[src/paoam_cfg.svh]
// Pin positions, reset values and widths of the port A override block
`ifndef PAOAM_CFG_SVH
`define PAOAM_CFG_SVH
`define PAOAM_PIN_COUNT   8
`define PAOAM_PIN_REF     0
`define PAOAM_PIN_CMP_POS 1
`define PAOAM_PIN_CMP_NEG 2
`define PAOAM_PIN_TMR0    3
`define PAOAM_PIN_SCLK    4
`define PAOAM_PIN_SDOUT   5
`define PAOAM_PIN_SDATA   6
`define PAOAM_PIN_CAPT    7
`define PAOAM_RST_BIT     1'b0
`define PAOAM_RST_PORT    8'h00
`define PAOAM_PULL_PATTERN 3'h2
`endif

[src/paoam_pkg.sv]
// Types shared by the port A override block
package paoam_pkg;
  typedef logic [7:0] paoam_port_t;
  typedef logic [2:0] paoam_chan_t;
endpackage

[src/paoam_pin.sv]
// One port pin: override resolution, input synchroniser and registered pad controls
`timescale 1ns/10ps
`include "paoam_cfg.svh"
module paoam_pin
  import paoam_pkg::*;
(
  input  wire logic core_clk,
  input  wire logic rst_b,
  input  wire logic portBit,
  input  wire logic dirBit,
  input  wire logic globalPullupDisable,
  input  wire logic sleepActive,
  input  wire logic padIn,
  input  wire logic pullupOverrideEnable,
  input  wire logic pullupOverrideValue,
  input  wire logic directionOverrideEnable,
  input  wire logic directionOverrideValue,
  input  wire logic valueOverrideEnable,
  input  wire logic valueOverrideValue,
  input  wire logic toggleOverrideEnable,
  input  wire logic inputEnableOverrideEnable,
  input  wire logic inputEnableOverrideValue,
  output logic      pullupReg,
  output logic      driveReg,
  output logic      valueReg,
  output logic      inputEnReg,
  output logic      digInReg
);
  logic portEff;
  logic pullupNext;
  logic driveNext;
  logic valueNext;
  logic inputEnNext;
  logic syncFirst;
  logic syncSecond;

  always_comb begin
    portEff     = portBit ^ toggleOverrideEnable;
    pullupNext  = pullupOverrideEnable ? pullupOverrideValue
                : ({dirBit, portBit, globalPullupDisable} == `PAOAM_PULL_PATTERN);
    driveNext   = directionOverrideEnable ? directionOverrideValue : dirBit;
    valueNext   = valueOverrideEnable ? valueOverrideValue : portEff;
    inputEnNext = inputEnableOverrideEnable ? inputEnableOverrideValue : !sleepActive;
  end

  always_ff @(posedge core_clk) begin
    if (!rst_b) begin
      pullupReg  <= `PAOAM_RST_BIT;
      driveReg   <= `PAOAM_RST_BIT;
      valueReg   <= `PAOAM_RST_BIT;
      inputEnReg <= `PAOAM_RST_BIT;
    end else begin
      pullupReg  <= pullupNext;
      driveReg   <= driveNext;
      valueReg   <= valueNext;
      inputEnReg <= inputEnNext;
    end
  end

  // Pad is asynchronous; only the second stage feeds the gate
  always_ff @(posedge core_clk) begin
    if (!rst_b) begin
      syncFirst  <= `PAOAM_RST_BIT;
      syncSecond <= `PAOAM_RST_BIT;
      digInReg   <= `PAOAM_RST_BIT;
    end else begin
      syncFirst  <= padIn;
      syncSecond <= syncFirst;
      digInReg   <= syncSecond & inputEnNext;
    end
  end
endmodule

[src/paoam_mux.sv]
// Port A alternate function override mux, top level
`timescale 1ns/10ps
`include "paoam_cfg.svh"
module paoam_mux
  import paoam_pkg::*;
(
  input  wire logic        core_clk,
  input  wire logic        rst_b,
  input  wire paoam_port_t portOut,
  input  wire paoam_port_t dirBits,
  input  wire paoam_port_t padIn,
  input  wire logic        globalPullupDisable,
  input  wire logic        sleepActive,
  input  wire logic        referenceSelectLow,
  input  wire logic        converterEnable,
  input  wire paoam_chan_t converterChannelSelect,
  input  wire logic        comparatorEnable,
  input  wire logic        wireModeHighBit,
  input  wire logic        wireModeLowBit,
  input  wire logic        serialDataOut,
  input  wire logic        serialDataLine,
  input  wire logic        serialStartIrqEnable,
  input  wire logic        timer1CompareAOut,
  input  wire logic        timer1CompareAEnable,
  input  wire logic        timer1CompareBOut,
  input  wire logic        timer1CompareBEnable,
  input  wire logic        timer0CompareBOut,
  input  wire logic        timer0CompareBEnable,
  input  wire paoam_port_t pinChangeMask,
  input  wire logic        pinChangeGroup0Enable,
  input  wire paoam_port_t digitalInputDisable,
  output paoam_port_t      padOut,
  output paoam_port_t      padOe,
  output paoam_port_t      pullupEn,
  output paoam_port_t      digInEn,
  output paoam_port_t      pinChangeSrc,
  output logic             timer0CountInput,
  output logic             timer1CountInput,
  output logic             serialIfaceClock,
  output logic             serialDataIn,
  output logic             timer1CaptureInput,
  output paoam_port_t      converterSwitch,
  output logic             comparatorPositiveInput,
  output logic             comparatorNegativeInput
);
  paoam_port_t pullupOverrideEnable;
  paoam_port_t pullupOverrideValue;
  paoam_port_t directionOverrideEnable;
  paoam_port_t directionOverrideValue;
  paoam_port_t valueOverrideEnable;
  paoam_port_t valueOverrideValue;
  paoam_port_t toggleOverrideEnable;
  paoam_port_t inputEnableOverrideEnable;
  paoam_port_t inputEnableOverrideValue;
  paoam_port_t changeEnabled;
  paoam_port_t digInBits;
  paoam_port_t converterSwitchReg;
  logic        compPosReg;
  logic        compNegReg;
  logic        bothModeBits;
  logic        pin6TwoWireDrive;

  function automatic paoam_port_t chanDecode(input paoam_chan_t sel);
    paoam_port_t oneHot;
    oneHot      = `PAOAM_RST_PORT;
    oneHot[sel] = 1'b1;
    return oneHot;
  endfunction

  always_comb begin
    bothModeBits     = wireModeHighBit & wireModeLowBit;
    pin6TwoWireDrive = wireModeHighBit & dirBits[`PAOAM_PIN_SDATA];
    changeEnabled    = pinChangeMask & {`PAOAM_PIN_COUNT{pinChangeGroup0Enable}};
    // Unlisted pull-up, direction, value and toggle terms stay zero; input enables follow the change and disable masks
    pullupOverrideEnable      = `PAOAM_RST_PORT;
    pullupOverrideValue       = `PAOAM_RST_PORT;
    directionOverrideEnable   = `PAOAM_RST_PORT;
    directionOverrideValue    = `PAOAM_RST_PORT;
    valueOverrideEnable       = `PAOAM_RST_PORT;
    valueOverrideValue        = `PAOAM_RST_PORT;
    toggleOverrideEnable      = `PAOAM_RST_PORT;
    inputEnableOverrideEnable = changeEnabled | digitalInputDisable;
    inputEnableOverrideValue  = changeEnabled;
    // Pin 0 becomes a reference: driver, pull-up and value all forced off
    pullupOverrideEnable[`PAOAM_PIN_REF]    = referenceSelectLow;
    directionOverrideEnable[`PAOAM_PIN_REF] = referenceSelectLow;
    valueOverrideEnable[`PAOAM_PIN_REF]     = referenceSelectLow;
    // Pin 5: pull-up left to the port path so the output bit still pulls up
    valueOverrideEnable[`PAOAM_PIN_SDOUT] = bothModeBits | timer1CompareBEnable;
    valueOverrideValue[`PAOAM_PIN_SDOUT]  = bothModeBits ? serialDataOut
                                          : timer1CompareBOut;
    // Pin 6: two-wire data acts open drain, value held low while wireModeHighBit and the pin 6 direction bit are both set
    directionOverrideEnable[`PAOAM_PIN_SDATA] = wireModeHighBit;
    directionOverrideValue[`PAOAM_PIN_SDATA]  = (serialDataLine | portOut[`PAOAM_PIN_SDATA])
                                              & dirBits[`PAOAM_PIN_SDATA];
    valueOverrideEnable[`PAOAM_PIN_SDATA] = pin6TwoWireDrive | timer1CompareAEnable;
    valueOverrideValue[`PAOAM_PIN_SDATA]  = !pin6TwoWireDrive & timer1CompareAOut;
    inputEnableOverrideEnable[`PAOAM_PIN_SDATA] = serialStartIrqEnable
                                                | changeEnabled[`PAOAM_PIN_SDATA]
                                                | digitalInputDisable[`PAOAM_PIN_SDATA];
    inputEnableOverrideValue[`PAOAM_PIN_SDATA]  = serialStartIrqEnable
                                                | changeEnabled[`PAOAM_PIN_SDATA];
    // Pin 7: driver stays with the direction bit
    valueOverrideEnable[`PAOAM_PIN_CAPT] = timer0CompareBEnable;
    valueOverrideValue[`PAOAM_PIN_CAPT]  = timer0CompareBOut;
  end

  genvar n;
  generate
    for (n = 0; n < `PAOAM_PIN_COUNT; n = n + 1) begin : g_pin
      paoam_pin u_pin (
        .core_clk                  (core_clk),
        .rst_b                     (rst_b),
        .portBit                   (portOut[n]),
        .dirBit                    (dirBits[n]),
        .globalPullupDisable       (globalPullupDisable),
        .sleepActive               (sleepActive),
        .padIn                     (padIn[n]),
        .pullupOverrideEnable      (pullupOverrideEnable[n]),
        .pullupOverrideValue       (pullupOverrideValue[n]),
        .directionOverrideEnable   (directionOverrideEnable[n]),
        .directionOverrideValue    (directionOverrideValue[n]),
        .valueOverrideEnable       (valueOverrideEnable[n]),
        .valueOverrideValue        (valueOverrideValue[n]),
        .toggleOverrideEnable      (toggleOverrideEnable[n]),
        .inputEnableOverrideEnable (inputEnableOverrideEnable[n]),
        .inputEnableOverrideValue  (inputEnableOverrideValue[n]),
        .pullupReg                 (pullupEn[n]),
        .driveReg                  (padOe[n]),
        .valueReg                  (padOut[n]),
        .inputEnReg                (digInEn[n]),
        .digInReg                  (digInBits[n])
      );
    end
  endgenerate

  // Digital inputs fan out straight from the per-pin flops
  assign pinChangeSrc       = digInBits;
  assign timer0CountInput   = digInBits[`PAOAM_PIN_TMR0];
  assign timer1CountInput   = digInBits[`PAOAM_PIN_SCLK];
  assign serialIfaceClock   = digInBits[`PAOAM_PIN_SCLK];
  assign serialDataIn       = digInBits[`PAOAM_PIN_SDATA];
  assign timer1CaptureInput = digInBits[`PAOAM_PIN_CAPT];

  // Analog switch controls; the analog path itself lives in the pad ring
  always_ff @(posedge core_clk) begin
    if (!rst_b) begin
      converterSwitchReg <= `PAOAM_RST_PORT;
      compPosReg         <= `PAOAM_RST_BIT;
      compNegReg         <= `PAOAM_RST_BIT;
    end else begin
      converterSwitchReg <= converterEnable ? chanDecode(converterChannelSelect)
                                            : `PAOAM_RST_PORT;
      compPosReg         <= comparatorEnable;
      compNegReg         <= comparatorEnable;
    end
  end

  assign converterSwitch         = converterSwitchReg;
  assign comparatorPositiveInput = compPosReg;
  assign comparatorNegativeInput = compNegReg;
endmodule

[config.mk]
export PLATFORM = sky130hd
export DESIGN_NAME = paoam_mux
export DESIGN_NICKNAME = d
export VERILOG_FILES = /design/src/paoam_pkg.sv /design/src/paoam_pin.sv /design/src/paoam_mux.sv
export VERILOG_INCLUDE_DIRS = /design/src
export SDC_FILE = /design/constraint.sdc
export NUM_CORES = 1
export LEC_CHECK = 0
export BUFFER_PORTS_ARGS = -buffer_cell sky130_fd_sc_hd__buf_2
export CAP_MARGIN = 10
export CORE_MARGIN = 2
export CORE_UTILIZATION = 47
export DETAILED_ROUTE_END_ITERATION = 10
export GPL_ROUTABILITY_DRIVEN = 0
export GPL_TIMING_DRIVEN = 1
export PLACE_DENSITY_LB_ADDON = 0.08
export RECOVER_POWER = 50
export SKIP_CTS_REPAIR_TIMING = 1
export SYNTH_ARGS = -nofsm -noshare
export SYNTH_HDL_FRONTEND = slang
export SYNTH_SLANG_ARGS = --single-unit
[constraint.sdc]
create_clock -name core_clk -period 1.45 [get_ports core_clk]
set_input_delay 0.0725 -clock core_clk [delete_from_list [all_inputs] [get_ports core_clk]]
set_output_delay 0.0725 -clock core_clk [all_outputs]
set_load 0.02 [all_outputs]
# == After elaboration in Yosys (flattened, before gate mapping) ==
# Cells that the tools add are included.
# totals
output_inout_bits,55
regBits,65
# classes
n_reduce_logical,5
mux,15
magnitude_cmp,2
bitwise,20
eq_ne,8
# ops
cell,n
$eq A3 B2 Y1 const B,8
$mux W1,14
$and A1 B1 Y1,12
$and A8 B8 Y8,1
$or A8 B8 Y8,1
$or A1 B1 Y1,5
$lt A3 B4 Y1 const B,1
$demux W1 S3,1
$ge A3 B1 Y1 const B,1
$logic_not A1 Y1,2
$reduce_and A2 Y1,1
$reduce_or A2 Y1,1
$logic_and A1 B1 Y1,1
$not A1 Y1,1

# == Longest topological paths before layout ==
# logic_depth
depth_word,5
mapped_depth,4

# == Modules after synthesis ==
# A second synthesis with hierarchy kept.
# unflattened
hier_cells,236
hier_area_um2,2373.5
# modules_own_cells
module,instances,area_per_inst_um2,cells_each
paoam_pin,8,240.2,23
paoam_mux,1,451.7,52

# == Least setup slack after synthesis ==
# Ideal clock, no wire load.
# synth_timing
path_type,register -> output
startpoint,reg g_pin[4].u_pin.digInReg
endpoint,out pinChangeSrc[4]
setup_slack_ns,0.760
stages_incl_launch_ff,2
arrival_ns,0.617
path_cell_list,dfxtp_1 > buf_4
# synth_lines
item,line_no,text
start: declaration,paoam_pin.sv:27,output logic digInReg
start signal: assignment,paoam_pin.sv:65,digInReg <= `PAOAM_RST_BIT;
start signal: assignment,paoam_pin.sv:69,digInReg <= syncSecond & inputEnNext;
end: declaration,paoam_mux.sv:36,"output paoam_port_t pinChangeSrc,"
# No word-level cell between the ends.

# == Final worst setup path ==
# layout_timing
startpoint,in referenceSelectLow
endpoint,reg g_pin[0].u_pin.pullupReg
# layout_via
elab_chain_len,1
# layout_lines
item,line_no,text
start: declaration,paoam_mux.sv:14,"input wire logic referenceSelectLow,"
$reduce_or A2 Y1 (no source line),--,
end signal: assignment,paoam_pin.sv:48,pullupReg <= `PAOAM_RST_BIT;
end signal: assignment,paoam_pin.sv:53,pullupReg <= pullupNext;
end: declaration,paoam_pin.sv:23,"output logic pullupReg,"
# Every way passes these cells.
# A chain may end at the register's enable or synchronous reset.

==> impl_metrics.yaml <==
placed_design:
  placed_cell_area_um2: 2522
  port_buffers: 116
  detailedPlacementHpwl_um: 2741
timing:
  final_period_minus_worst_setup_slack_ns: 1.389
  finalHoldViolations: 1
  fmax_mhz: 720.0
  final_max_slew_viol_count: 0
  skew_ns: 0.001834
  worst_pin_slew_ns: 0.7558
  period_share_pct: 95.78
  hold-worst-slack_ns: -0.003032
  rsz_0062_raised_after_global_routing: "no"
  tns_ns: 0
  final-setup-viol-count: 0
  max-slew-margin-rel_pct: 49.61
global_routing:
  grt_use_total_pct: 14.56
  global_route.overflow_total: 0
  grt_antenna_before_repair: 0
  grt_pass1_vias: 1321
  maximum_number_of_pins_on_one_net_before_global_route_repair: 28
  grt_pass1_wl_um: 5782
synthesis:
  syn_nets: 263
  synth_top_cells_by_area: "dfxtp_1 59%, buf_4 15%, and2_1 9.6%"
  synth.yosys.warnings: 0
  postSynthAreaPerCell_um2: 11.05
  synthCells: 201
  synth_top_area_share_pct: 58.59
  synth-async-reset-ratio_pct: 0
  synth_seq_area_share_pct: 58.59
  synth-seq-cells: 65
  yosysTopAreaCell: "dfxtp_1"
  ys.flop_type: "dfxtp_1"
  yosysUniqueCellTypes: 21
  synth.cell_area_um2: 2221
  synth-edff-count: 0
detailed_routing:
  drcViolationCount: 0
  routed-via-count: 1611
  pre_repair_dr_iteration_count: 4
  wire_per_inst_um: 10.96
  antenna_left: 0
  post_drt_via_cell_ratio: 4.378
  drt_wl_total_um: 4033
  drt-initial-drc-count: 39
critical_path:
  crit_path_start_kind: "input pin"
  path_max_fanout: 2
  critPathKind: "in2reg"
  cp_top_family: "buffers and inverters"
  most_frequent_cell_on_the_critical_path: "dlygate4sd3_1"
  timing.critical_path.required_ns: 1.71
  cp_data_arrival_time_ns: 1.65
  critPathBufInv: 3
  slowest_delay_ns: 0.56
  worst_setup_end_kind: "flop"
  cpMaxStageDelayCell: "dlygate4sd3_1"
  timing.critical_path.cells: "dlygate4sd3_1, clkbuf_1, and3b_1, nor3b_1, dlygate4sd3_1"
floorplanning:
  placementRows: 25
  initial_utilization_pct: 47.97
  core-area_um2: 4629
  fp.dieArea_um2: 5291
  die_h_um: 72.74
  num_io_pins: 117
  die_width_um: 72.74
power_and_ir_drop:
  power.share.clock_pct: 38.5
  leakage_dissipation_nw: 1.508
  total_power_mw: 3.669
  power.switching_mw: 0.8123
  intPower_mw: 2.857
  vdd.ir_drop.worst_mv: 0.8372
  netSwitchingFraction_pct: 22.14
  combinationalPowerShare_pct: 10.5
  power_frac_seq_pct: 51.1
  power_density_nw_per_um2: 1225
final_layout:
  area_delta_synth_final_pct: 34.87
  diodes: 0
  finalInstanceArea_um2: 2995
  fillcell_total: 385
  finish.utilization_pct: 64.70
  multiInputGateArea_um2: 561.8
  area.sequential_um2: 1301
  fin_nets: 371
  post_route_cells_drive_above_1_share_pct: 40.13
cts:
  source_to_sink_clock_delay_at_the_later_pin_of_the_worst_skew_pair_ns: 0.31
  worst_setup_hold_path_clk_slew_ns: 0.07
  tritoncts: "built"
  tritoncts_num_sinks: 65
  htree_levels: 3
  cts-root-buf: "clkbuf_8"
  cts_made_buffers: 9
  cts.path.max_buffers: 2
run_status:
  violations: "hold timing"
  outcome: "complete, but fails checks"
hold_path:
  min_path_type: "in2reg"
job:
  maxCapViolCount: 0
cell type report:
| class | instances | area share, % |
|---|---|---|
| flip-flops and latches | 65 | 43.44 |
| repair buffers | 146 | 28.99 |
| multi-input cells | 86 | 18.76 |
| clock buffers | 14 | 6.099 |
| well taps | 54 | 2.256 |
| clock inverters | 2 | 0.3342 |
| inverters | 1 | 0.1253 |
cell usage in the layout, fill, tap and decap left out:
cell	Yosys	final
o2bb2ai_1	8	8
a211oi_1	2	2
nand2_1	3	3
mux2i_1	3	3
and2_0	0	13
o211a_1	1	1
nand2b_1	3	3
o21a_1	1	1
dfxtp_1	65	65
and3b_1	2	2
nand3b_1	1	1
clkinv_2	0	2
clkbuf_8	0	13
buf_2	4	111
a21oi_1	1	1
and2_1	34	21
and3_1	7	7
nor3b_1	9	9
clkbuf_1	1	7
inv_1	0	1
nor3_1	2	2
nand3_1	1	1
dlygate4sd3_1	0	29
nor2_1	8	8
kinds of logic (layout without fill, tap and decap cells):
logic type,after synthesis,after routing,synth area share (%)
AOI/OAI and AO/OA,13,13,4.845
and+or+nand+nor,70,70,19.10
buffers and inverters,50,163,16.11
DFF,65,65,58.59
muxes,3,3,1.352
layer usage:
layer  share of wire, %  track usage (%)  up-vias
li1                   -                -      823
met2                 50            23.43       62
met4                1.5            8.642        0
met1                 41            16.56      718
met3                7.7            5.249        8
met5                  0                0        -
Yosys cell counts, types with 2 or more instances:
cell type	n
a211oi_1	2
and2_1	34
and3_1	7
and3b_1	2
buf_2	4
buf_4	44
dfxtp_1	65
mux2i_1	3
nand2_1	3
nand2b_1	3
nor2_1	8
nor3_1	2
nor3b_1	9
o2bb2ai_1	8
metrics by stage:
step                setup slack [ns]  instances
floorplan                     0.7602        201
global route                 0.04575        368
CTS                           0.5502        339
finish                       0.06116        368
detailed placement            0.4665        323
global placement              0.4921        323
state kept, by name, summed over array words and instances (netlist names):
name / count
converterSwitch: 8
g_pin.u_pin.digInReg: 8
g_pin.u_pin.driveReg: 8
g_pin.u_pin.inputEnReg: 8
g_pin.u_pin.pullupReg: 8
g_pin.u_pin.syncFirst: 8
g_pin.u_pin.syncSecond: 8
g_pin.u_pin.valueReg: 8
comparatorNegativeInput: 1
power by group through the flow:
| stage | Clock [mW] | Sequential (mW) | Combinational, mW |
|---|---|---|---|
| finish | 1.41 | 1.87 | 0.384 |
| global route | 1.55 | 1.88 | 0.420 |
| CTS | 1.45 | 1.87 | 0.335 |
| detailed placement | 0 | 1.91 | 0.334 |
| global placement | 0 | 1.91 | 0.332 |
| floorplan | 0 | 1.92 | 0.235 |
path summary, 6_finish.rpt:
path | end | startpoint | slack [ns] | depth (start not counted)
worst max register to register | g_pin[0].u_pin.digInReg | g_pin[0].u_pin.syncSecond | 0.90 | 1
worst min-delay path | g_pin[7].u_pin.valueReg | timer0CompareBOut | -0.003 | 3
worst max-delay path | g_pin[0].u_pin.pullupReg | referenceSelectLow | 0.06 | 5
worst min register to register | g_pin[6].u_pin.syncSecond | g_pin[6].u_pin.syncFirst | 0.43 | 1
No activity file was read; power rests on OpenSTA's default activity.
